--- src/logic/scm_pkg.sv ---
`default_nettype none
package scm_pkg;
  // Array shape
  localparam int ADDR_W = 11;
  localparam int WORD_W = 16;
  localparam int WORD_CNT = 98;
  localparam int WIDX_W = 7;
  localparam logic [WORD_W-1:0] ERASED_WORD = 16'hffff;
  // Code and counter areas
  localparam logic [ADDR_W-1:0] SEC_CODE_FIRST = 11'h050;
  localparam logic [ADDR_W-1:0] SEC_CODE_LAST = 11'h05f;
  localparam logic [ADDR_W-1:0] ATT_FIRST = 11'h060;
  localparam logic [ADDR_W-1:0] ATT_LAST = 11'h063;
  localparam logic [ADDR_W-1:0] KEY1_FIRST = 11'h510;
  localparam logic [ADDR_W-1:0] KEY1_LAST = 11'h51f;
  localparam logic [ADDR_W-1:0] KEY2_FIRST = 11'h520;
  localparam logic [ADDR_W-1:0] KEY2_LAST = 11'h52f;
  localparam logic [ADDR_W-1:0] EC2_FIRST = 11'h500;
  localparam logic [ADDR_W-1:0] EC2_LAST = 11'h503;
  // Application zones and bulk-erase trigger bits
  localparam logic [ADDR_W-1:0] Z1_FIRST = 11'h0b0;
  localparam logic [ADDR_W-1:0] Z1_LAST = 11'h2af;
  localparam logic [ADDR_W-1:0] Z2_FIRST = 11'h2e0;
  localparam logic [ADDR_W-1:0] Z2_LAST = 11'h4df;
  localparam logic [ADDR_W-1:0] Z1_BULK_BIT = 11'h2e0;
  localparam logic [ADDR_W-1:0] Z2_BULK_BIT = 11'h500;
  // Timing
  localparam int CLK_PERIOD_NS = 5;
  localparam int PROGRAM_PULSE_TIME_NS = 3000000;
  localparam int PROGRAM_PULSE_CYCLES = (PROGRAM_PULSE_TIME_NS + CLK_PERIOD_NS - 1) / CLK_PERIOD_NS;
  localparam int PULSE_CNT_W = 20;
  // Program sequencer states
  typedef enum logic [1:0] {ST_IDLE, ST_PULSE, ST_ARMED, ST_SWEEP} scm_state_t;
endpackage
`default_nettype wire

--- src/logic/scm_card.sv ---
// Summary of operation
// - Input bit latched on rising clock
// - Compare evaluated on following falling clock
// - Address advances on falling clock, bit shown
// - Attempts write outputs zero, sets code valid
// - Attempts erase outputs code verification result
// - Valid first key sets first erase flag
// - Bit 736 erase clears zone one
// - Unfused zones erase whole word, no flag
// - Counter off: bit 1280 erase clears zone two
// - Bulk zone two shows bit 1280 unchanged
// - Counter write outputs zero, sets second flag
// - Counter erase always outputs zero
// - Counter reset pin clears address
// - Personalize low, reset high: standby
`timescale 1ns/10ps
`default_nettype none
module scm_card
  import scm_pkg::*;
#(
  parameter int PULSE_CYCLES = PROGRAM_PULSE_CYCLES // Least program pulse in clocks
) (
  input wire logic CLK_I, // System clock
  input wire logic RST_I, // Sync reset, power-on
  input wire logic CARD_CLK_I, // Reader clock contact
  input wire logic CTR_RST_I, // Counter reset contact
  input wire logic PROGRAM_CONTROL_I, // Program control contact
  input wire logic PERSONALIZE_PIN_I, // Personalize contact
  input wire logic ISSUER_FUSE_I, // Issuer fuse blown
  input wire logic COUNTER_ENABLE_FUSE_I, // Zone-two erase counter on
  input wire logic DATA_I, // Data line level
  output logic DATA_O, // Data line drive value
  output logic DATA_OE_O, // Data line pull-low enable
  output logic CODE_VALID_FLAG_O, // Security code verified
  output logic FIRST_ZONE_ERASE_FLAG_O, // Zone one erase enabled
  output logic SECOND_ZONE_ERASE_FLAG_O, // Zone two erase enabled
  output logic STANDBY_O, // Standby mode
  output logic PROGRAM_BUSY_O // Program pulse or sweep active
);
  scm_state_t state_reg; // Program sequencer
  logic clk_d_reg; // Previous card clock
  logic [ADDR_W-1:0] addr_reg; // Bit address counter
  logic in_bit_reg; // Latched compare bit
  logic sec_ok_reg, key1_ok_reg, key2_ok_reg; // Running compare results
  logic code_valid_reg, e1_reg, e2_reg; // Sticky flags
  logic ov_en_reg, ov_val_reg; // Output override after program
  logic op_erase_reg; // Pending operation is erase
  logic [PULSE_CNT_W-1:0] cnt_reg; // Program pulse length
  logic [WIDX_W-1:0] sweep_reg, sweep_last_reg; // Bulk erase walk
  logic [WORD_W-1:0] rd_word; // Current word
  logic wr_en; // Array write strobe
  logic [WIDX_W-1:0] wr_idx; // Array write index
  logic [WORD_W-1:0] wr_word; // Array write data
  logic rise, fall, standby, level2, cur_bit, match, commit;

  // Inclusive range check on a bit address
  function automatic logic in_rng(input logic [ADDR_W-1:0] a, input logic [ADDR_W-1:0] lo,
                                  input logic [ADDR_W-1:0] hi);
    return (a >= lo) && (a <= hi);
  endfunction

  // Running compare: first bit restarts, later bits accumulate
  function automatic logic acc_ok(input logic ok, input logic [ADDR_W-1:0] a,
                                  input logic [ADDR_W-1:0] lo, input logic m);
    return (a == lo) ? m : (ok & m);
  endfunction

  // Pin edges and mode decode
  assign rise = CARD_CLK_I & ~clk_d_reg;
  assign fall = ~CARD_CLK_I & clk_d_reg;
  assign standby = ~PERSONALIZE_PIN_I & CTR_RST_I;
  assign level2 = ISSUER_FUSE_I | ~PERSONALIZE_PIN_I;
  assign cur_bit = rd_word[addr_reg[3:0]];
  assign match = in_bit_reg == cur_bit;
  assign commit = (state_reg == ST_ARMED) && fall;

  scm_bit_mem u_mem (
    .clk_i(CLK_I),
    .rst_i(RST_I),
    .rd_idx_i((state_reg == ST_SWEEP) ? sweep_reg : addr_reg[ADDR_W-1:4]),
    .rd_word_o(rd_word),
    .wr_en_i(wr_en),
    .wr_idx_i(wr_idx),
    .wr_word_i(wr_word)
  );

  // Card clock edge tracking
  always_ff @(posedge CLK_I) begin
    if (RST_I) begin
      clk_d_reg <= 1'b0;
    end else begin
      clk_d_reg <= CARD_CLK_I;
    end
  end

  // Address counter: cleared by reset pin, held while programming
  always_ff @(posedge CLK_I) begin
    if (RST_I || CTR_RST_I) begin
      addr_reg <= '0;
    end else if (fall && state_reg == ST_IDLE) begin
      addr_reg <= addr_reg + 11'h001;
    end
  end

  // Compare bit latch; level sampled at the edge, so later changes are ignored
  always_ff @(posedge CLK_I) begin
    if (RST_I) begin
      in_bit_reg <= 1'b1;
    end else if (rise && state_reg == ST_IDLE && !PROGRAM_CONTROL_I) begin
      in_bit_reg <= DATA_I;
    end
  end

  // Code and key compare on the falling edge
  always_ff @(posedge CLK_I) begin
    if (RST_I) begin
      sec_ok_reg <= 1'b0;
      key1_ok_reg <= 1'b0;
      key2_ok_reg <= 1'b0;
    end else if (fall && state_reg == ST_IDLE) begin
      if (in_rng(addr_reg, SEC_CODE_FIRST, SEC_CODE_LAST)) begin
        sec_ok_reg <= acc_ok(sec_ok_reg, addr_reg, SEC_CODE_FIRST, match);
      end
      if (in_rng(addr_reg, KEY1_FIRST, KEY1_LAST)) begin
        key1_ok_reg <= acc_ok(key1_ok_reg, addr_reg, KEY1_FIRST, match);
      end
      if (in_rng(addr_reg, KEY2_FIRST, KEY2_LAST)) begin
        key2_ok_reg <= acc_ok(key2_ok_reg, addr_reg, KEY2_FIRST, match);
      end
    end
  end

  // Sticky flags, cleared only at power-on
  always_ff @(posedge CLK_I) begin
    if (RST_I) begin
      code_valid_reg <= 1'b0;
      e1_reg <= 1'b0;
      e2_reg <= 1'b0;
    end else begin
      if (commit && !op_erase_reg && in_rng(addr_reg, ATT_FIRST, ATT_LAST) && sec_ok_reg) begin
        code_valid_reg <= 1'b1;
      end
      if (fall && state_reg == ST_IDLE && addr_reg == KEY1_LAST && acc_ok(key1_ok_reg, addr_reg, KEY1_FIRST, match)) begin
        e1_reg <= 1'b1;
      end
      if (fall && state_reg == ST_IDLE && addr_reg == KEY2_LAST && !COUNTER_ENABLE_FUSE_I
          && acc_ok(key2_ok_reg, addr_reg, KEY2_FIRST, match)) begin
        e2_reg <= 1'b1;
      end
      if (commit && !op_erase_reg && COUNTER_ENABLE_FUSE_I && in_rng(addr_reg, EC2_FIRST, EC2_LAST) && key2_ok_reg) begin
        e2_reg <= 1'b1;
      end
    end
  end

  // Program sequencer: pulse timing, commit, bulk sweep
  always_ff @(posedge CLK_I) begin
    if (RST_I) begin
      state_reg <= ST_IDLE;
      cnt_reg <= '0;
      op_erase_reg <= 1'b0;
      sweep_reg <= '0;
      sweep_last_reg <= '0;
    end else begin
      case (state_reg)
        ST_IDLE: begin
          // Program pulse starts on a rising clock with program high
          if (rise && PROGRAM_CONTROL_I && !standby && !CTR_RST_I) begin
            state_reg <= ST_PULSE;
            cnt_reg <= '0;
            op_erase_reg <= DATA_I;
          end
        end
        ST_PULSE: begin
          if (fall || CTR_RST_I) begin
            state_reg <= ST_IDLE; // Too short: nothing programmed
          end else if (cnt_reg == PULSE_CNT_W'(PULSE_CYCLES - 1)) begin
            state_reg <= ST_ARMED;
          end else begin
            cnt_reg <= cnt_reg + 20'h00001;
          end
        end
        ST_ARMED: begin
          if (CTR_RST_I) begin
            state_reg <= ST_IDLE;
          end else if (fall) begin
            // Bulk erases walk the zone words; all else is done now
            if (op_erase_reg && addr_reg == Z1_BULK_BIT && e1_reg) begin
              state_reg <= ST_SWEEP;
              sweep_reg <= Z1_FIRST[ADDR_W-1:4];
              sweep_last_reg <= Z1_LAST[ADDR_W-1:4];
            end else if (op_erase_reg && e2_reg && ((addr_reg == Z2_BULK_BIT && !COUNTER_ENABLE_FUSE_I)
                         || (COUNTER_ENABLE_FUSE_I && in_rng(addr_reg, EC2_FIRST, EC2_LAST)))) begin
              state_reg <= ST_SWEEP;
              sweep_reg <= Z2_FIRST[ADDR_W-1:4];
              sweep_last_reg <= Z2_LAST[ADDR_W-1:4];
            end else begin
              state_reg <= ST_IDLE;
            end
          end
        end
        ST_SWEEP: begin
          if (sweep_reg == sweep_last_reg) begin
            state_reg <= ST_IDLE;
          end else begin
            sweep_reg <= sweep_reg + 7'h01;
          end
        end
        default: begin
          state_reg <= ST_IDLE;
        end
      endcase
    end
  end

  // Array write: sweep, word erase or single-bit write
  always_comb begin
    wr_en = 1'b0;
    wr_idx = addr_reg[ADDR_W-1:4];
    wr_word = ERASED_WORD;
    if (state_reg == ST_SWEEP) begin
      wr_en = 1'b1;
      wr_idx = sweep_reg;
    end else if (commit && !op_erase_reg) begin
      wr_en = in_rng(addr_reg, ATT_FIRST, ATT_LAST) || code_valid_reg
              || (COUNTER_ENABLE_FUSE_I && in_rng(addr_reg, EC2_FIRST, EC2_LAST));
      wr_word = rd_word & ~(16'h0001 << addr_reg[3:0]);
    end else if (commit) begin
      if (in_rng(addr_reg, ATT_FIRST, ATT_LAST)) begin
        wr_en = code_valid_reg;
      end else if (in_rng(addr_reg, Z1_FIRST, Z1_LAST) || in_rng(addr_reg, Z2_FIRST, Z2_LAST)) begin
        wr_en = !level2 && !(addr_reg == Z1_BULK_BIT && e1_reg);
      end else if (!(COUNTER_ENABLE_FUSE_I && in_rng(addr_reg, EC2_FIRST, EC2_LAST))
                   && addr_reg != Z2_BULK_BIT) begin
        wr_en = code_valid_reg;
      end
    end
  end

  // Output override after counter program, dropped at next advance
  always_ff @(posedge CLK_I) begin
    if (RST_I || CTR_RST_I) begin
      ov_en_reg <= 1'b0;
      ov_val_reg <= 1'b1;
    end else if (commit && in_rng(addr_reg, ATT_FIRST, ATT_LAST)) begin
      ov_en_reg <= 1'b1;
      ov_val_reg <= op_erase_reg & code_valid_reg;
    end else if (commit && COUNTER_ENABLE_FUSE_I && in_rng(addr_reg, EC2_FIRST, EC2_LAST)) begin
      ov_en_reg <= 1'b1;
      ov_val_reg <= 1'b0;
    end else if (fall && state_reg == ST_IDLE) begin
      ov_en_reg <= 1'b0;
    end
  end

  // Open-drain data: pull low for a zero; code areas left to the reader
  always_ff @(posedge CLK_I) begin
    if (RST_I) begin
      DATA_O <= 1'b0;
      DATA_OE_O <= 1'b0;
    end else begin
      DATA_O <= 1'b0;
      DATA_OE_O <= !standby && state_reg == ST_IDLE && !PROGRAM_CONTROL_I && !CTR_RST_I
                   && !in_rng(addr_reg, SEC_CODE_FIRST, SEC_CODE_LAST)
                   && !in_rng(addr_reg, KEY1_FIRST, KEY2_LAST)
                   && !(ov_en_reg ? ov_val_reg : cur_bit);
    end
  end

  // Status outputs
  always_ff @(posedge CLK_I) begin
    if (RST_I) begin
      CODE_VALID_FLAG_O <= 1'b0;
      FIRST_ZONE_ERASE_FLAG_O <= 1'b0;
      SECOND_ZONE_ERASE_FLAG_O <= 1'b0;
      STANDBY_O <= 1'b0;
      PROGRAM_BUSY_O <= 1'b0;
    end else begin
      CODE_VALID_FLAG_O <= code_valid_reg;
      FIRST_ZONE_ERASE_FLAG_O <= e1_reg;
      SECOND_ZONE_ERASE_FLAG_O <= e2_reg;
      STANDBY_O <= standby;
      PROGRAM_BUSY_O <= state_reg != ST_IDLE;
    end
  end
endmodule // scm_card
`default_nettype wire

--- src/logic/scm_bit_mem.sv ---
`timescale 1ns/10ps
`default_nettype none
module scm_bit_mem
  import scm_pkg::*;
(
  input wire logic clk_i, // System clock
  input wire logic rst_i, // Sync reset, fills array erased
  input wire logic [WIDX_W-1:0] rd_idx_i, // Read word index
  output logic [WORD_W-1:0] rd_word_o, // Registered read word
  input wire logic wr_en_i, // Write strobe
  input wire logic [WIDX_W-1:0] wr_idx_i, // Write word index
  input wire logic [WORD_W-1:0] wr_word_i // Write word
);
  logic [WORD_W-1:0] mem_reg [WORD_CNT]; // Word array

  // Array update, erased after reset
  always_ff @(posedge clk_i) begin
    if (rst_i) begin
      for (int i = 0; i < WORD_CNT; i++) begin
        mem_reg[i] <= ERASED_WORD;
      end
    end else if (wr_en_i) begin
      mem_reg[wr_idx_i] <= wr_word_i;
    end
  end

  // Registered read port
  always_ff @(posedge clk_i) begin
    if (rst_i) begin
      rd_word_o <= ERASED_WORD;
    end else begin
      rd_word_o <= mem_reg[rd_idx_i];
    end
  end
endmodule // scm_bit_mem
`default_nettype wire

--- config.mk ---
export PLATFORM = sky130hd
export DESIGN_NAME = scm_card
export DESIGN_NICKNAME = d
export VERILOG_FILES = /design/src/logic/scm_pkg.sv /design/src/logic/scm_card.sv /design/src/logic/scm_bit_mem.sv
export SDC_FILE = /design/constraint.sdc
export NUM_CORES = 2
export LEC_CHECK = 0
export ABC_AREA = 1
export BUFFER_PORTS_ARGS = -buffer_cell sky130_fd_sc_hd__buf_2
export CAP_MARGIN = 10
export CORE_ASPECT_RATIO = 1.75
export CORE_MARGIN = 4
export CORE_UTILIZATION = 55
export CTS_CLUSTER_SIZE = 28
export DETAILED_ROUTE_END_ITERATION = 16
export PLACE_DENSITY = 0.69
export RECOVER_POWER = 50
export SLEW_MARGIN = 20
export SYNTH_ARGS = -nofsm -noshare
export SYNTH_HDL_FRONTEND = slang
export SYNTH_SLANG_ARGS = --single-unit
--- constraint.sdc ---
create_clock -name CLK_I -period 3 [get_ports CLK_I]
set_clock_uncertainty 0.1 [all_clocks]
set_input_delay 0.6 -clock CLK_I [delete_from_list [all_inputs] [get_ports CLK_I]]
set_output_delay 0.6 -clock CLK_I [all_outputs]
set_load 0.1 [all_outputs]
==> metrics.md <==
| Metric | Value |
|---|---|
| Outcome | complete, but fails checks |
| Violated checks | capacitance limit, slew limit, setup timing |
| Main synth FF type | edfxtp_1 |
| Arr. time, crit path | 3.70 ns |
| Number of failing hold endpoints at the final stage | 0 |
| Type of destination of the critical path | flop |
| Buffer type at the clock tree root | clkbuf_16 |
| Fin. max-slew vios | 39 |
| Final cycle utilization of the critical path | 1.01 |
| Min Clock Period, post-route | 3.04 ns |
| Setup-failing EPs final | 7 |
| Number of distinct library cells after synthesis | 41 |
| Max clock buf depth | 4 |
| CTS H-Tree Depth | 4 |
| Skew-Pair Late Insertion Delay | 0.87 ns |
| Class of the tightest hold or removal check | input port to flop |
| Nature of the critical path startpoint | flop |
| Number of nets in the layout | 11504 |
| Clock sink count | 2124 |
| Core Area | 187000 um^2 |
| Number of enable-type register cells in the synthesized netlist | 2048 |
| Synthesis-to-layout area growth | 18.5% |
| Die span in y | 583 um |
| Non-filler instance count after layout | 14080 |
| Ratio of cells with drive above 1 in the final layout | 0.148 |
| Via count of the first global-routing pass | 84338 |
| Port-buffer cells | 14 |
| Layout filler cell count | 14444 |
| Final wirelength | 371 mm |
| Antenna viol nets, final | 0 |
| Post-DP HPWL | 233 mm |
| Final setup slack of the worst path | -0.0440 ns |
| Maximum fanout encountered on the critical timing path | 41 |
| I/O pins | 16 |
| Count of mapped cells out of synthesis | 11311 |
| DRC violation count after routing | 0 |
| Leading cell type in the layout, fill and taps excluded | nand2_1 |
| Final Core Density | 0.656 |
| Count of state elements after synthesis | 2124 |
| Max FFs per register | 2048 |
| Global-route congestion overflow total | 0 |
| Die width | 336 um |
| Worst ir drop on vdd | 0.485 mV |
| Syn_nets | 11328 |
| Clock input transition at the sequential cells of the worst setup and hold paths | 0.07 ns |
| Number of buffers created by CTS | 198 |
| Pin count of the biggest net entering global routing | 210 |
| Synth Area per Inst | 9.17 um^2 |
| Average routed wire per standard cell | 26.3 um |
| Portion of the post-synthesis area used by sequential elements | 0.608 |
| Setup repair after global routing missed its margin | true |
| Share of async-settable or async-resettable flops after synthesis | 0 |
| Maximum capacitance violations | 1 |
| Critical path start-end classification | flop to flop |
| Required time of the critical path | 3.66 ns |
| Clock tree from TritonCTS | done |
| Hold Worst Slack | 0.0383 ns |
| Total power divided by cell area | 523 nW/um^2 |
| Worst setup slack before clock tree synthesis | -0.395 ns |
| Power consumption | 64.3 mW |
| Vias per Instance | 6.32 |
| Number of cells after detailed placement | 13619 |
| Starting density of the core | 0.554 |
| Least-Margin Pin Slew | 1.60 ns |
| Met2 layer usage reported by global route | 0.588 |
| Antenna violations before repair | 9 |
| Global-route wire length before repair | 528 mm |
| Top library cells by usage in the layout, fill and taps aside | 5290 x nand2_1, 2048 x edfxtp_1, 1601 x nand4_1 |
| Normalized max-slew margin | -0.0688 |
| Highest clock rate | 329 MHz |
| Most heavily used metal layer in global routing | met2 |
| Global-route total usage across every layer | 0.360 |
| Met3 Use GR | 0.0628 |
| Final RePlAce weighted congestion | 0.975 |
| Total via count after detailed routing | 89016 |
| Full die area | 196000 um^2 |
| Met1 usage in global routing | 0.414 |
| Worst reg2reg setup slack | -0.04 ns |
| Total iterations of the first detailed-routing run | 8 |
| Synthesis warning total | 0 |
| Number of DRC violations after detailed-routing iteration 0 | 12113 |
| Leakage power of the design | 43.8 nW |
| Combined area of all synthesized cells | 104000 um^2 |
| Standard-cell row count | 210 |
-- area by class of cell --
class                           count  area [um^2]  area share
Multi-Input combinational cell   7966        36800       0.300
Antenna cell                        6         15.0    0.000122
Clock inverter                    127         1380      0.0112
Clock buffer                      222         5110      0.0416
Tap cell                         2438         3050      0.0248
Timing Repair Buffer             1063        12900       0.105
Sequential cell                  2124        63000       0.513
Inverter                          134          526     0.00428
-- critical path, stage by stage (launching register included) --
cell and delay [ns]:
dfxtp_2 0.33, buf_6 0.13, buf_4 0.12, nand2_1 0.10, o21ai_4 0.07, buf_4 0.16, buf_12 0.16, buf_16 0.19
buf_12 0.16, nand2_1 0.05, nand2_1 0.07, nand2_1 0.07, nand2_1 0.06, nand2_1 0.05, nand2_1 0.19, a21oi_2 0.27
nand3_1 0.14, nor2_2 0.24, buf_4 0.19, nand2_1 0.05
-- worst paths after layout --
| check | cells past startpoint | end | startpoint |
|---|---|---|---|
| max reg2reg | 19 | u_mem.rd_word_o[1] | addr_reg[4] |
| min | 4 | addr_reg[6] | CTR_RST_I |
| max | 19 | u_mem.rd_word_o[1] | addr_reg[4] |
| min reg2reg | 2 | cnt_reg[4] | cnt_reg[4] |
-- repair_timing --
action	in CTS	in global routing
setup endpoints to repair	2961	3334
hold buffers	6	0
hold endpoints to repair	6	0
gates resized for setup	72	419
cloned	4	65
buffers inserted	9	23
pin swaps	2	19
-- metal layers --
metal,routed length (um),up-vias,share of wire
met5,18,-,0.000049
met4,37000,4,0.10
met3,35900,1539,0.097
met2,177000,5753,0.48
met1,121000,42242,0.33
li1,-,39478,-
-- cell usage after synthesis (all sizes together) (8+ instances only) --
cell / instances / area share
nand2: 5387 / 0.19
ha: 8 / 0.00096
dfxtp: 76 / 0.015
xor2: 11 / 0.00093
o22ai: 9 / 0.00054
buf: 463 / 0.023
edfxtp: 2048 / 0.59
inv: 132 / 0.0048
o21ai: 136 / 0.0071
clkbuf: 625 / 0.023
a21oi: 293 / 0.014
nand3: 185 / 0.0098
nor3: 23 / 0.0011
nor2: 287 / 0.015
nand4: 1601 / 0.097
-- where the power goes --
part	switching [mW]	internal, mW
clock network	11.4	14.7
registers	0.0506	32.3
logic	4.11	1.78
-- cell families after synthesis --
kind of cell,count (synthesis),synth area share
buffers and inverters,1222,0.0501
adders and majority gates,8,0.000965
and+or+nand+nor,7489,0.317
other,1,0.0000362
DFF,2124,0.608
AOI/OAI and AO/OA,454,0.0229
xor gates and xnor gates,13,0.00110
-- metrics by stage --
step / TNS (ns) / area [um^2]
3_3_place_gp: -469.46 / 113000
6_report: -0.0961 / 123000
5_1_grt: -17.70 / 123000
2_1_floorplan: -33.68 / 104000
4_1_cts: -14.62 / 120000
3_5_place_dp: -388.14 / 113000
No activity file was read; power rests on OpenSTA's default activity.
